<file path="config.mk">
export PLATFORM = sky130hd
export DESIGN_NAME = hac_channel
export DESIGN_NICKNAME = d
export VERILOG_FILES = /design/src/design/hac_pkg.sv /design/src/design/hac_channel.sv /design/src/design/hac_fifo.sv /design/src/design/hac_addr_match.sv
export SDC_FILE = /design/constraint.sdc
export NUM_CORES = 1
export LEC_CHECK = 0
export ABC_CLOCK_PERIOD_IN_PS = 10400
export BUFFER_PORTS_ARGS = -buffer_cell sky130_fd_sc_hd__buf_2
export CAP_MARGIN = 20
export CORE_ASPECT_RATIO = 0.6
export CORE_MARGIN = 2
export CORE_UTILIZATION = 45
export CTS_CLUSTER_DIAMETER = 200
export DETAILED_ROUTE_END_ITERATION = 8
export MAX_ROUTING_LAYER = met4
export PLACE_DENSITY = 0.64
export SYNTH_ARGS = -nofsm -noshare
export SYNTH_HDL_FRONTEND = slang
export SYNTH_SLANG_ARGS = --single-unit
export TNS_END_PERCENT = 100
</file>
<file path="constraint.sdc">
create_clock -name clk -period 10.4 [get_ports clk]
set_clock_uncertainty 0.2 [all_clocks]
set_input_delay 2.08 -clock clk [delete_from_list [all_inputs] [get_ports clk]]
set_output_delay 2.08 -clock clk [all_outputs]
set_load 0.01 [all_outputs]
</file>
<file path="src/design/hac_pkg.sv">
package hac_pkg;
  // Register offsets on the microprocessor port
  localparam logic [4:0] HAC_OFS_ADDR1 = 5'h10;
  localparam logic [4:0] HAC_OFS_ADDR2 = 5'h11;
  localparam logic [4:0] HAC_OFS_FIFO = 5'h12;
  localparam logic [4:0] HAC_OFS_CTL1 = 5'h13;
  localparam logic [4:0] HAC_OFS_STATUS = 5'h14;
  localparam logic [4:0] HAC_OFS_CTL2 = 5'h15;
  // Control register one bits
  localparam int HAC_C1_FILTER = 7;
  localparam int HAC_C1_RECEIVER_EN = 6;
  localparam int HAC_C1_TRANSMITTER_EN = 5;
  localparam int HAC_C1_EOP = 4;
  localparam int HAC_C1_ABT = 3;
  localparam int HAC_C1_FILL = 2;
  localparam int HAC_C1_TRANSP = 1;
  localparam int HAC_C1_CONTINUOUS_RUN = 0;
  // Address register and control two bits
  localparam int HAC_AR_EN = 0;
  localparam int HAC_C2_SEVEN = 4;
  // Reset values
  localparam logic [7:0] HAC_RST_REG = 8'h00;
  localparam logic HAC_RST_LINE = 1'b1;
  // Receive byte tags
  localparam logic [1:0] HAC_TAG_BODY = 2'h0;
  localparam logic [1:0] HAC_TAG_FIRST = 2'h1;
  localparam logic [1:0] HAC_TAG_GOOD = 2'h2;
  localparam logic [1:0] HAC_TAG_BAD = 2'h3;
  // Fifo status codes
  localparam logic [1:0] HAC_TXS_FULL = 2'h0;
  localparam logic [1:0] HAC_TXS_EMPTY = 2'h2;
  localparam logic [1:0] HAC_TXS_PART = 2'h3;
  localparam logic [1:0] HAC_RXS_EMPTY = 2'h0;
  localparam logic [1:0] HAC_RXS_PART = 2'h1;
  localparam logic [1:0] HAC_RXS_FULL = 2'h3;
  // Line patterns, sent least significant bit first
  localparam logic [7:0] HAC_FLAG = 8'h7e;
  localparam logic [7:0] HAC_MARK = 8'hff;
  localparam logic [7:0] HAC_ABORT = 8'h7f;
  localparam logic [2:0] HAC_STUFF_RUN = 3'h5;
  localparam logic [2:0] HAC_ABORT_RUN = 3'h6;
  localparam logic [2:0] HAC_RUN_MAX = 3'h7;
  localparam logic [2:0] HAC_LAST_BIT = 3'h7;
  localparam logic [6:0] HAC_ALL_CALL = 7'h7f;
  // Frame check sequence
  localparam logic [15:0] HAC_CRC_INIT = 16'hffff;
  localparam logic [15:0] HAC_CRC_POLY = 16'h8408;
  localparam logic [15:0] HAC_CRC_GOOD = 16'hf0b8;
  // Fifo geometry
  localparam int HAC_ENTRY_W = 10;
  localparam int HAC_FIFO_DEPTH = 16;
  localparam logic [1:0] HAC_HOLD_FULL = 2'h3;

  // Reflected CRC-16 over one byte
  function automatic logic [15:0] hac_crc_byte(input logic [15:0] crc, input logic [7:0] d);
    logic [15:0] c;
    c = crc;
    for (int i = 0; i < 8; i++) begin
      if (c[0] ^ d[i]) begin
        c = (c >> 1) ^ HAC_CRC_POLY;
      end else begin
        c = c >> 1;
      end
    end
    return c;
  endfunction
endpackage

</file>
<file path="src/design/hac_channel.sv">
`timescale 1ns/1ps
// Summary of operation
// - Second address byte compared with seven bits
// - All-call address overrides both address patterns
// - Second pattern used only when enabled
// - Failed address packets never reach receive fifo
// - Transmit entry is byte plus two tags
// - Fifo status settles after data moves
// - Fifo port reads receive, writes transmit
// - Filter bit accepts matching or all-call only
// - Receiver stops after packet, starts immediately
// - Transmitter stops after packet, starts at next transmit slot
// - End tag appends check sequence, self-clears
// - Abort tag aborts packet, self-clears
// - Empty fifo between packets sends mark idle or flags
// - Transparent mode: raw bytes, no framing
// - Enable falling edge aligns transparent mode
// - Free-run keeps both sides clocked while both are enabled
// - First address byte compared six/seven bits
// - Status shows tag of next receive byte
module hac_channel
  import hac_pkg::*;
#(
  parameter int FIFO_DEPTH = HAC_FIFO_DEPTH
) (
  // Clock and reset
  input wire logic clk,
  input wire logic rst_n,
  // Microprocessor register port
  input wire logic bus_sel,
  input wire logic bus_wr,
  input wire logic bus_rd,
  input wire logic [4:0] bus_addr,
  input wire logic [7:0] bus_wdata,
  output logic [7:0] bus_rdata,
  // Timeslot bit streams to and from the peer
  input wire logic tx_bit_en,
  output logic tx_bit,
  input wire logic rx_bit_en,
  input wire logic rx_bit,
  // Internal clock gating
  output logic tx_clock_on,
  output logic rx_clock_on
);
  typedef enum logic [2:0] {
    TX_OFF, TX_FILL, TX_FLAG, TX_DATA, TX_FCS, TX_CLOSE, TX_ABORT
  } hac_tx_state_type;

  typedef enum logic [1:0] {
    RX_OFF, RX_HUNT, RX_FRAME
  } hac_rx_state_type;

  typedef struct packed {
    logic [7:0] addr1;
    logic [7:0] addr2;
    logic [7:0] ctl1;
    logic seven;
    logic [7:0] rdata;
    logic prev_transmitter_en;
    logic prev_receiver_en;
    hac_tx_state_type tx_st;
    logic [7:0] tx_sh;
    logic [2:0] tx_bit;
    logic [2:0] tx_ones;
    logic [15:0] tx_crc;
    logic tx_eop;
    logic tx_abt;
    logic tx_cnt;
    logic tx_line;
    hac_rx_state_type rx_st;
    logic [7:0] rx_raw;
    logic [7:0] rx_sh;
    logic [2:0] rx_bit;
    logic [2:0] rx_ones;
    logic [15:0] rx_crc;
    logic [2:0][7:0] rx_hold;
    logic [1:0] rx_n;
    logic rx_first;
    logic rx_drop;
  } hac_chan_type;

  hac_chan_type s_q, s_d;

  // Fifo hookup
  logic tx_push, tx_avail, tx_pop, tx_seen_empty, tx_seen_full;
  logic [HAC_ENTRY_W-1:0] tx_push_data, tx_head;
  logic rx_push, rx_avail, rx_pop, rx_seen_empty, rx_seen_full;
  logic [HAC_ENTRY_W-1:0] rx_push_data, rx_head;
  logic addr_ok;
  logic [1:0] tx_stat, rx_stat;
  logic free_run;

  // Entry is the byte with the two tag bits above it
  assign tx_push_data = {s_q.ctl1[HAC_C1_ABT], s_q.ctl1[HAC_C1_EOP], bus_wdata};

  hac_fifo #(
    .WIDTH(HAC_ENTRY_W),
    .DEPTH(FIFO_DEPTH)
  ) u_tx_fifo (
    .clk(clk),
    .rst_n(rst_n),
    .in_valid(tx_push),
    .in_ready(),
    .in_data(tx_push_data),
    .out_valid(tx_avail),
    .out_ready(tx_pop),
    .out_data(tx_head),
    .seen_empty(tx_seen_empty),
    .seen_full(tx_seen_full)
  );

  hac_fifo #(
    .WIDTH(HAC_ENTRY_W),
    .DEPTH(FIFO_DEPTH)
  ) u_rx_fifo (
    .clk(clk),
    .rst_n(rst_n),
    .in_valid(rx_push),
    .in_ready(),
    .in_data(rx_push_data),
    .out_valid(rx_avail),
    .out_ready(rx_pop),
    .out_data(rx_head),
    .seen_empty(rx_seen_empty),
    .seen_full(rx_seen_full)
  );

  // Oldest held byte is the first address byte
  hac_addr_match u_addr (
    .first_byte(s_q.rx_hold[2]),
    .second_byte(s_q.rx_hold[1]),
    .first_address_pattern(s_q.addr1),
    .second_address_pattern(s_q.addr2),
    .seven_bit(s_q.seven),
    .match(addr_ok)
  );

  // Status codes come from the settled fifo flags
  assign tx_stat = tx_seen_empty ? HAC_TXS_EMPTY : tx_seen_full ? HAC_TXS_FULL : HAC_TXS_PART;
  assign rx_stat = rx_seen_empty ? HAC_RXS_EMPTY : rx_seen_full ? HAC_RXS_FULL : HAC_RXS_PART;

  // Free-run needs both enables as well
  assign free_run = s_q.ctl1[HAC_C1_CONTINUOUS_RUN] && s_q.ctl1[HAC_C1_RECEIVER_EN] && s_q.ctl1[HAC_C1_TRANSMITTER_EN];

  // Outputs
  assign bus_rdata = s_q.rdata;
  assign tx_bit = s_q.tx_line;
  assign tx_clock_on = free_run || s_q.tx_st != TX_OFF;
  assign rx_clock_on = free_run || s_q.rx_st != RX_OFF;

  always_comb begin
    logic tr, tx_run, rx_run, filter, byte_end, want_fill, take, b, kill;
    logic [7:0] raw_n, sh_n;
    tr = s_q.ctl1[HAC_C1_TRANSP];
    tx_run = s_q.ctl1[HAC_C1_TRANSMITTER_EN];
    rx_run = s_q.ctl1[HAC_C1_RECEIVER_EN];
    filter = s_q.ctl1[HAC_C1_FILTER];
    byte_end = 1'b0;
    want_fill = 1'b0;
    take = 1'b0;
    b = 1'b0;
    kill = 1'b0;
    raw_n = '0;
    sh_n = '0;
    s_d = s_q;
    tx_push = 1'b0;
    tx_pop = 1'b0;
    rx_push = 1'b0;
    rx_pop = 1'b0;
    rx_push_data = '0;
    s_d.prev_transmitter_en = tx_run;
    s_d.prev_receiver_en = rx_run;

    // Register writes; unmapped offsets are ignored
    if (bus_sel && bus_wr) begin
      unique case (bus_addr)
        HAC_OFS_ADDR1: s_d.addr1 = bus_wdata;
        HAC_OFS_ADDR2: s_d.addr2 = bus_wdata;
        HAC_OFS_CTL1: s_d.ctl1 = bus_wdata;
        HAC_OFS_CTL2: s_d.seven = bus_wdata[HAC_C2_SEVEN];
        HAC_OFS_FIFO: begin
          tx_push = 1'b1;
          s_d.ctl1[HAC_C1_EOP] = 1'b0;
          s_d.ctl1[HAC_C1_ABT] = 1'b0;
        end
        default: ;
      endcase
    end

    // Register reads land one cycle later; unmapped read as zero
    if (bus_sel && bus_rd) begin
      unique case (bus_addr)
        HAC_OFS_ADDR1: s_d.rdata = s_q.addr1;
        HAC_OFS_ADDR2: s_d.rdata = s_q.addr2;
        HAC_OFS_CTL1: s_d.rdata = s_q.ctl1;
        HAC_OFS_CTL2: s_d.rdata = {3'h0, s_q.seven, 4'h0};
        HAC_OFS_STATUS: s_d.rdata = {2'h0, rx_head[9:8], tx_stat, rx_stat};
        HAC_OFS_FIFO: begin
          s_d.rdata = rx_head[7:0];
          rx_pop = 1'b1;
        end
        default: s_d.rdata = '0;
      endcase
    end

    // Transmitter; transparent restart realigns to the slot
    if (tr && s_q.prev_transmitter_en && !tx_run) begin
      s_d.tx_st = TX_OFF;
      s_d.tx_bit = '0;
      s_d.tx_ones = '0;
    end else if (tx_bit_en) begin
      if (s_q.tx_st == TX_OFF) begin
        s_d.tx_line = HAC_RST_LINE;
        want_fill = tx_run;
      end else if (s_q.tx_ones == HAC_STUFF_RUN) begin
        // Five ones sent, slip in a zero
        s_d.tx_line = 1'b0;
        s_d.tx_ones = '0;
      end else begin
        b = s_q.tx_sh[0];
        s_d.tx_line = b;
        s_d.tx_sh = {1'b0, s_q.tx_sh[7:1]};
        s_d.tx_bit = s_q.tx_bit + 3'h1;
        // Flags and aborts never count toward stuffing
        if (!tr && b && (s_q.tx_st == TX_DATA || s_q.tx_st == TX_FCS)) begin
          s_d.tx_ones = s_q.tx_ones + 3'h1;
        end else begin
          s_d.tx_ones = '0;
        end
        byte_end = s_q.tx_bit == HAC_LAST_BIT;
      end
    end

    // Choose the next byte at each byte boundary
    if (byte_end) begin
      unique case (s_q.tx_st)
        TX_DATA: begin
          if (s_q.tx_abt && !tr) begin
            s_d.tx_sh = HAC_ABORT;
            s_d.tx_st = TX_ABORT;
          end else if (s_q.tx_eop && !tr) begin
            s_d.tx_sh = ~s_q.tx_crc[7:0];
            s_d.tx_cnt = 1'b0;
            s_d.tx_st = TX_FCS;
          end else if (tx_avail) begin
            take = 1'b1;
          end else if (tr) begin
            want_fill = 1'b1;
          end else begin
            // Underrun mid-packet closes it with an abort
            s_d.tx_sh = HAC_ABORT;
            s_d.tx_st = TX_ABORT;
          end
        end
        TX_FCS: begin
          if (!s_q.tx_cnt) begin
            s_d.tx_sh = ~s_q.tx_crc[15:8];
            s_d.tx_cnt = 1'b1;
          end else begin
            s_d.tx_sh = HAC_FLAG;
            s_d.tx_st = TX_CLOSE;
          end
        end
        TX_FLAG: begin
          take = tx_avail;
          want_fill = !tx_avail;
        end
        TX_FILL, TX_CLOSE, TX_ABORT, TX_OFF: begin
          if (!tx_run) begin
            s_d.tx_st = TX_OFF; // stops only between packets
          end else if (tx_avail && (tr || s_q.tx_st == TX_CLOSE ||
                       (s_q.tx_st == TX_FILL && s_q.ctl1[HAC_C1_FILL]))) begin
            take = 1'b1;
          end else if (tx_avail) begin
            // Leaving mark idle needs an opening flag first
            s_d.tx_sh = HAC_FLAG;
            s_d.tx_st = TX_FLAG;
          end else begin
            want_fill = 1'b1;
          end
        end
      endcase
    end

    // Fill while the fifo is empty between packets, and on the first slot after TX_OFF
    if (want_fill) begin
      s_d.tx_st = TX_FILL;
      s_d.tx_sh = s_q.ctl1[HAC_C1_FILL] ? HAC_FLAG : HAC_MARK;
      s_d.tx_bit = '0;
    end
    if (take) begin
      tx_pop = 1'b1;
      s_d.tx_st = TX_DATA;
      s_d.tx_sh = tx_head[7:0];
      s_d.tx_eop = tx_head[8];
      s_d.tx_abt = tx_head[9];
      s_d.tx_crc = hac_crc_byte(s_q.tx_st == TX_DATA ? s_q.tx_crc : HAC_CRC_INIT,
                                tx_head[7:0]);
    end

    // Receiver enable, transparent restart realign
    if (tr && s_q.prev_receiver_en && !rx_run) begin
      s_d.rx_st = RX_OFF;
      s_d.rx_bit = '0;
    end else if (s_q.rx_st == RX_OFF) begin
      // Enabling takes effect at once
      if (rx_run) begin
        s_d.rx_st = tr ? RX_FRAME : RX_HUNT;
      end
      s_d.rx_bit = '0;
      s_d.rx_ones = '0;
      s_d.rx_raw = '0;
    end else if (!rx_run && (tr || s_q.rx_st == RX_HUNT)) begin
      s_d.rx_st = RX_OFF;
    end else if (rx_bit_en && tr) begin
      // Raw bytes, no flags, stuffing or
      sh_n = {rx_bit, s_q.rx_sh[7:1]};
      s_d.rx_sh = sh_n;
      s_d.rx_bit = s_q.rx_bit + 3'h1;
      if (s_q.rx_bit == HAC_LAST_BIT) begin
        rx_push = 1'b1;
        rx_push_data = {HAC_TAG_BODY, sh_n};
      end
    end else if (rx_bit_en) begin
      raw_n = {rx_bit, s_q.rx_raw[7:1]};
      s_d.rx_raw = raw_n;
      if (!rx_bit) begin
        s_d.rx_ones = '0;
      end else if (s_q.rx_ones != HAC_RUN_MAX) begin
        s_d.rx_ones = s_q.rx_ones + 3'h1;
      end
      if (rx_bit && s_q.rx_ones >= HAC_ABORT_RUN) begin
        // Seven ones: abort or idle, packet dropped
        s_d.rx_st = rx_run ? RX_HUNT : RX_OFF;
      end else if (raw_n == HAC_FLAG) begin
        // Closing flag releases the last byte with its verdict
        if (s_q.rx_st == RX_FRAME && s_q.rx_n == HAC_HOLD_FULL &&
            s_q.rx_bit == HAC_LAST_BIT && !s_q.rx_drop && !s_q.rx_first) begin
          rx_push = 1'b1;
          rx_push_data = {s_q.rx_crc == HAC_CRC_GOOD ? HAC_TAG_GOOD : HAC_TAG_BAD,
                          s_q.rx_hold[2]};
        end
        s_d.rx_st = rx_run ? RX_FRAME : RX_OFF;
        s_d.rx_bit = '0;
        s_d.rx_n = '0;
        s_d.rx_crc = HAC_CRC_INIT;
        s_d.rx_first = 1'b1;
        s_d.rx_drop = 1'b0;
      end else if (s_q.rx_ones == HAC_STUFF_RUN && !rx_bit) begin
        s_d.rx_ones = '0; // stuffed zero removed
      end else if (s_q.rx_st == RX_FRAME) begin
        sh_n = {rx_bit, s_q.rx_sh[7:1]};
        s_d.rx_sh = sh_n;
        s_d.rx_bit = s_q.rx_bit + 3'h1;
        if (s_q.rx_bit == HAC_LAST_BIT) begin
          // Three bytes held so the check sequence never lands in the fifo
          s_d.rx_crc = hac_crc_byte(s_q.rx_crc, sh_n);
          s_d.rx_hold = {s_q.rx_hold[1:0], sh_n};
          if (s_q.rx_n != HAC_HOLD_FULL) begin
            s_d.rx_n = s_q.rx_n + 2'h1;
          end else begin
            kill = s_q.rx_first ? filter && !addr_ok : s_q.rx_drop;
            s_d.rx_drop = kill;
            s_d.rx_first = 1'b0;
            rx_push = !kill;
            rx_push_data = {s_q.rx_first ? HAC_TAG_FIRST : HAC_TAG_BODY, s_q.rx_hold[2]};
          end
        end
      end
    end
  end

  // All channel state in one register
  always_ff @(posedge clk or negedge rst_n) begin
    if (!rst_n) begin
      s_q <= '0;
      s_q.tx_line <= HAC_RST_LINE;
    end else begin
      s_q <= s_d;
    end
  end
endmodule

</file>
<file path="src/design/hac_fifo.sv">
`timescale 1ns/1ps
module hac_fifo
  import hac_pkg::*;
#(
  parameter int WIDTH = HAC_ENTRY_W,
  parameter int DEPTH = HAC_FIFO_DEPTH
) (
  // Clock and reset
  input wire logic clk,
  input wire logic rst_n,
  // Filling side
  input wire logic in_valid,
  output logic in_ready,
  input wire logic [WIDTH-1:0] in_data,
  // Draining side
  output logic out_valid,
  input wire logic out_ready,
  output logic [WIDTH-1:0] out_data,
  // Settled status for software
  output logic seen_empty,
  output logic seen_full
);
  localparam int AW = $clog2(DEPTH);
  localparam logic [AW:0] FULL_CNT = (AW+1)'(DEPTH);

  typedef struct packed {
    logic [DEPTH-1:0][WIDTH-1:0] mem;
    logic [AW-1:0] wr;
    logic [AW-1:0] rd;
    logic [AW:0] cnt;
    logic empty;
    logic full;
  } hac_fifo_state_type;

  hac_fifo_state_type s_q, s_d;
  logic push, pop;

  // Handshakes follow the live count
  assign in_ready = s_q.cnt != FULL_CNT;
  assign out_valid = s_q.cnt != '0;
  assign out_data = s_q.mem[s_q.rd];
  assign seen_empty = s_q.empty;
  assign seen_full = s_q.full;
  assign push = in_valid && in_ready;
  assign pop = out_valid && out_ready;

  // Depth must be a power of two so the pointers wrap
  always_comb begin
    s_d = s_q;
    if (push) begin
      s_d.mem[s_q.wr] = in_data;
      s_d.wr = s_q.wr + 1'b1;
    end
    if (pop) begin
      s_d.rd = s_q.rd + 1'b1;
    end
    if (push && !pop) begin
      s_d.cnt = s_q.cnt + 1'b1;
    end else if (pop && !push) begin
      s_d.cnt = s_q.cnt - 1'b1;
    end
    // Status trails the move by one cycle
    s_d.empty = s_q.cnt == '0;
    s_d.full = s_q.cnt == FULL_CNT;
  end

  always_ff @(posedge clk or negedge rst_n) begin
    if (!rst_n) begin
      s_q <= '0;
      s_q.empty <= 1'b1;
    end else begin
      s_q <= s_d;
    end
  end
endmodule

</file>
<file path="src/design/hac_addr_match.sv">
`timescale 1ns/1ps
module hac_addr_match
  import hac_pkg::*;
(
  // Received address bytes
  input wire logic [7:0] first_byte,
  input wire logic [7:0] second_byte,
  // Programmed patterns
  input wire logic [7:0] first_address_pattern,
  input wire logic [7:0] second_address_pattern,
  input wire logic seven_bit,
  // Verdict
  output logic match
);
  logic a1en, second_address_compare_en, m1, m2, all1, all2;

  // Enables sit in bit 0 of each pattern register
  assign a1en = first_address_pattern[HAC_AR_EN];
  assign second_address_compare_en = second_address_pattern[HAC_AR_EN];
  // Six bits, or seven when selected
  assign m1 = seven_bit ? first_byte[7:1] == first_address_pattern[7:1]
                        : first_byte[7:2] == first_address_pattern[7:2];
  // Seven-bit second pattern, bit 7 most significant
  assign m2 = second_byte[7:1] == second_address_pattern[7:1];
  // All-call only honoured while its enable is high
  assign all1 = a1en && (seven_bit ? first_byte[7:1] == HAC_ALL_CALL
                                   : first_byte[7:2] == HAC_ALL_CALL[5:0]);
  assign all2 = second_address_compare_en && second_byte[7:1] == HAC_ALL_CALL;
  // All-call overrides both patterns; a cleared enable drops its pattern
  assign match = all1 || all2 || ((!a1en || m1) && (!second_address_compare_en || m2));
endmodule

</file>
==> results.py <==
metrics = {
    "setup_path": {
        "critical_path_arrival_ns": 6.51,
        "reg2reg_slack_ns": 5.47,
        "startpoint_type": "input pin",
        "worst-path-max-fanout": 22,
        "startpoint": "rx_bit",
        "reg2reg_depth": 15,
        "r2r-end": "u_rx_fifo.s_q[6]$_DFFE_PN0P_",
        "cp-end-kind": "register",
        "path_cells": "buf_2, nand4b_4, or4b_1, mux2i_1, and4_1, and4bb_4, nor2_1, inv_1, ha_1, inv_1, fa_1, a21o_1, a21oi_1, xnor2_1, nor2_1, xor2_1",
        "crit_type": "input pin to register",
        "setup.worst_path.end": "u_rx_fifo.s_q[6]$_DFFE_PN0P_",
        "slowest_delay_ns": 0.87,
        "r2r-start": "s_q[65]$_DFFE_PN0P_",
        "slowest_stage": "or4b_1",
        "required_ns": 10.65,
    },
    "synth": {
        "yosysUniqueCellTypes": 76,
        "synth_edf_count": 0,
        "syn-num-nets": 1995,
        "ys_seq_elements": 488,
        "yosysWarnings": 0,
        "async_reset_ff_frac": 1.00,
        "synth_cells": 1945,
        "ys_seq_area_frac": 0.506,
        "synth_area_per_cell_um2": 12.4,
        "synth_area_leader_cell": "dfrtp_1",
        "synth_area_um2": 24100,
        "yosysTopAreaCellShare": 0.503,
        "synth_common_cells": "485 x dfrtp_1, 346 x mux2_2, 183 x nand2_1",
        "ys.flop_type": "dfrtp_1",
        "yosys-top-cells-area": "dfrtp_1 50%, mux2_2 16%, mux4_2 6.0%",
        "yosysMostFrequentCell": "dfrtp_1",
    },
    "clock_tree": {
        "clock-sinks": 488,
        "cts.htree.levels": 2,
        "clkLatencyLatePin_ns": 0.58,
        "root_buffer": "clkbuf_16",
        "path_clk_slew_ns": 0.06,
        "numCtsBuffers": 47,
        "cts.path.max_buffers": 3,
        "hold_buffers": 0,
        "cts_tree": "done",
        "cts_resized": 0,
        "cts_setup_buffers": 0,
    },
    "timing": {
        "setup_viol": 0,
        "clock.fmax_mhz": 160,
        "tns_ns": 0,
        "slew_headroom": 0.281,
        "hold_violations": 0,
        "slew_violations": 0,
        "fin_crit_ns": 6.26,
        "tightest_slew_ns": 1.08,
        "period_share": 0.602,
        "rsz0062_at_grt": "no",
    },
    "floorplan": {
        "pin_count": 32,
        "die_y_um": 183,
        "die-area_um2": 55600,
        "core-area_um2": 52800,
        "rows": 65,
        "initial_core_util": 0.457,
        "die_w_um": 303,
    },
    "drt": {
        "num_vias": 15809,
        "drc": 0,
        "firstDrtPassIters": 8,
        "avgViaCountPerCell": 5.93,
        "wirelength_mm": 60.3,
        "drt_iter0_drc": 1571,
        "wl_per_cell_um": 22.6,
        "antenna_left": 0,
    },
    "min_path": {
        "whs_path_depth": 2,
        "hold_class": "register to register",
    },
    "layout": {
        "final_layout_size_suffix_gt1_frac": 0.301,
        "area_growth_pct": 9.90,
        "final_util": 0.503,
        "n_fill_cell": 4490,
        "fin_nets": 1975,
        "layoutNonFillerInstCount": 2668,
        "regArea_um2": 12200,
        "multi_input_area_um2": 11300,
    },
    "global_route": {
        "grt.overflow.total": 0,
        "grt_pass1_wl_mm": 94.6,
        "grt_use_total": 0.228,
        "antenna_found_initial": 2,
        "grt_max_degree": 179,
        "grt_pass1_vias": 15677,
    },
    "power_and_ir_drop": {
        "p_seq_frac": 0.462,
        "p_sw_frac": 0.289,
        "vdd_drop_max_uv": 126,
        "powerDensity_nw_per_um2": 183,
        "pwr-share-comb": 0.167,
        "intPower_uw": 3440,
        "p_switching_uw": 1400,
        "p_leak_uw": 0.0123,
        "pwr-share-clk": 0.372,
    },
    "placed_design": {
        "gp_congestion": 0.903,
        "dp_hpwl_mm": 41.1,
        "placed_cells": 2574,
        "port_buffers": 31,
    },
    "run": {
        "max_cap_viol_count": 0,
    },
    "outcome": {
        "status": "completed",
    },
}
-- per-layer routing --
layer  track usage  vias up  part of all wire  wire, um
met5             -        -                 0         0
met4        0.0408        0             0.015       906
met3        0.0469       68             0.071      4280
met2         0.293      487              0.40     24300
met1         0.367     8190              0.51     30800
li1              -     7064                 -         -
-- cell type report --
| class | count | share of cell area |
|---|---|---|
| inverters | 27 | 0.00382 |
| multi-input cells | 1301 | 0.424 |
| well taps | 703 | 0.0332 |
| clock inverters | 18 | 0.00892 |
| clock buffers | 69 | 0.0524 |
| diodes | 2 | 0.000189 |
| flip-flops and latches | 488 | 0.461 |
| repair buffers | 60 | 0.0163 |
-- registers in the layout, indices dropped and copies added (netlist names) --
register / count
u_tx_fifo.s_q: 173
s_d: 2
s_q: 127
u_rx_fifo.s_q: 173
u_rx_fifo.seen_full: 1
tx_bit: 1
u_rx_fifo.seen_empty: 1
bus_rdata: 8
u_tx_fifo.seen_empty: 1
u_tx_fifo.seen_full: 1
-- power groups by stage --
stage	Combinational, uW	Clock [uW]	Sequential [uW]
after floorplan	632	0	2190
after global placement	781	0	2260
after detailed placement	801	0	2260
after CTS	808	1840	2230
after global routing	909	1930	2260
final	808	1800	2240
-- logic make-up (layout without fill, tap and decap cells) --
kind of cell             after synthesis  in the layout  share of synthesized area
other                                  0              2                          0
flip-flops                           488            488                      0.506
buffers and inverters                156            174                     0.0281
AO/OA/AOI/OAI                        306            306                     0.0906
adder cells (fa/ha/maj)               29             29                     0.0157
multiplexers                         468            468                      0.247
XOR/XNOR                              89             89                     0.0346
AND/OR/NAND/NOR                      409            409                     0.0776
-- critical path, delay by kind of cell --
| family | cells | cell delay (ns) |
|---|---|---|
| buf+inv | 3 | 0.47 |
| compound gates | 2 | 0.35 |
| mux | 1 | 0.29 |
| simple gates | 6 | 2.37 |
| fa+ha+maj | 2 | 0.62 |
| xor+xnor | 2 | 0.29 |
-- cell usage in the layout (no fill, tap or decap), drive strengths merged, types with 27 or more instances in the layout --
cell	Yosys	final
dfrtp	485	485
mux2	356	356
nand2	183	183
o21ai	98	98
nor2	90	90
clkbuf	91	70
mux4	64	64
buf	38	59
xnor2	58	58
mux2i	48	48
a21oi	47	47
nand3	44	44
inv	27	29
xor2	27	27
ha	27	27
-- how the worst min path moves through the flow --
stage	from	end	slack, ns
after global routing	s_q[9]$_DFFE_PN0P_	s_q[9]$_DFFE_PN0P_	0.29
after detailed placement	s_q[8]$_DFFE_PN0P_	s_q[8]$_DFFE_PN0P_	0.27
after global placement	bus_rdata[7]$_DFFE_PN0P_	bus_rdata[7]$_DFFE_PN0P_	0.26
after floorplan	s_d[106]$_DFFE_PN0P_	s_q[106]$_DFF_PN0_	0.18
final	s_q[10]$_DFFE_PN0P_	s_q[10]$_DFFE_PN0P_	0.29
after CTS	s_q[8]$_DFFE_PN0P_	s_q[8]$_DFFE_PN0P_	0.29
-- stage by stage --
stage                     worst slack, ns  power, uW  hold WS [ns]  cell area, um2
final                                4.14       4850         0.285           26500
after detailed placement             3.62       3060         0.270           24800
after global placement               3.63       3040         0.261           24800
after CTS                            4.21       4880         0.286           26500
after floorplan                      4.70       2820         0.178           24100
after global routing                 3.87       5090         0.292           26500
(Power assumes the default switching activity.)
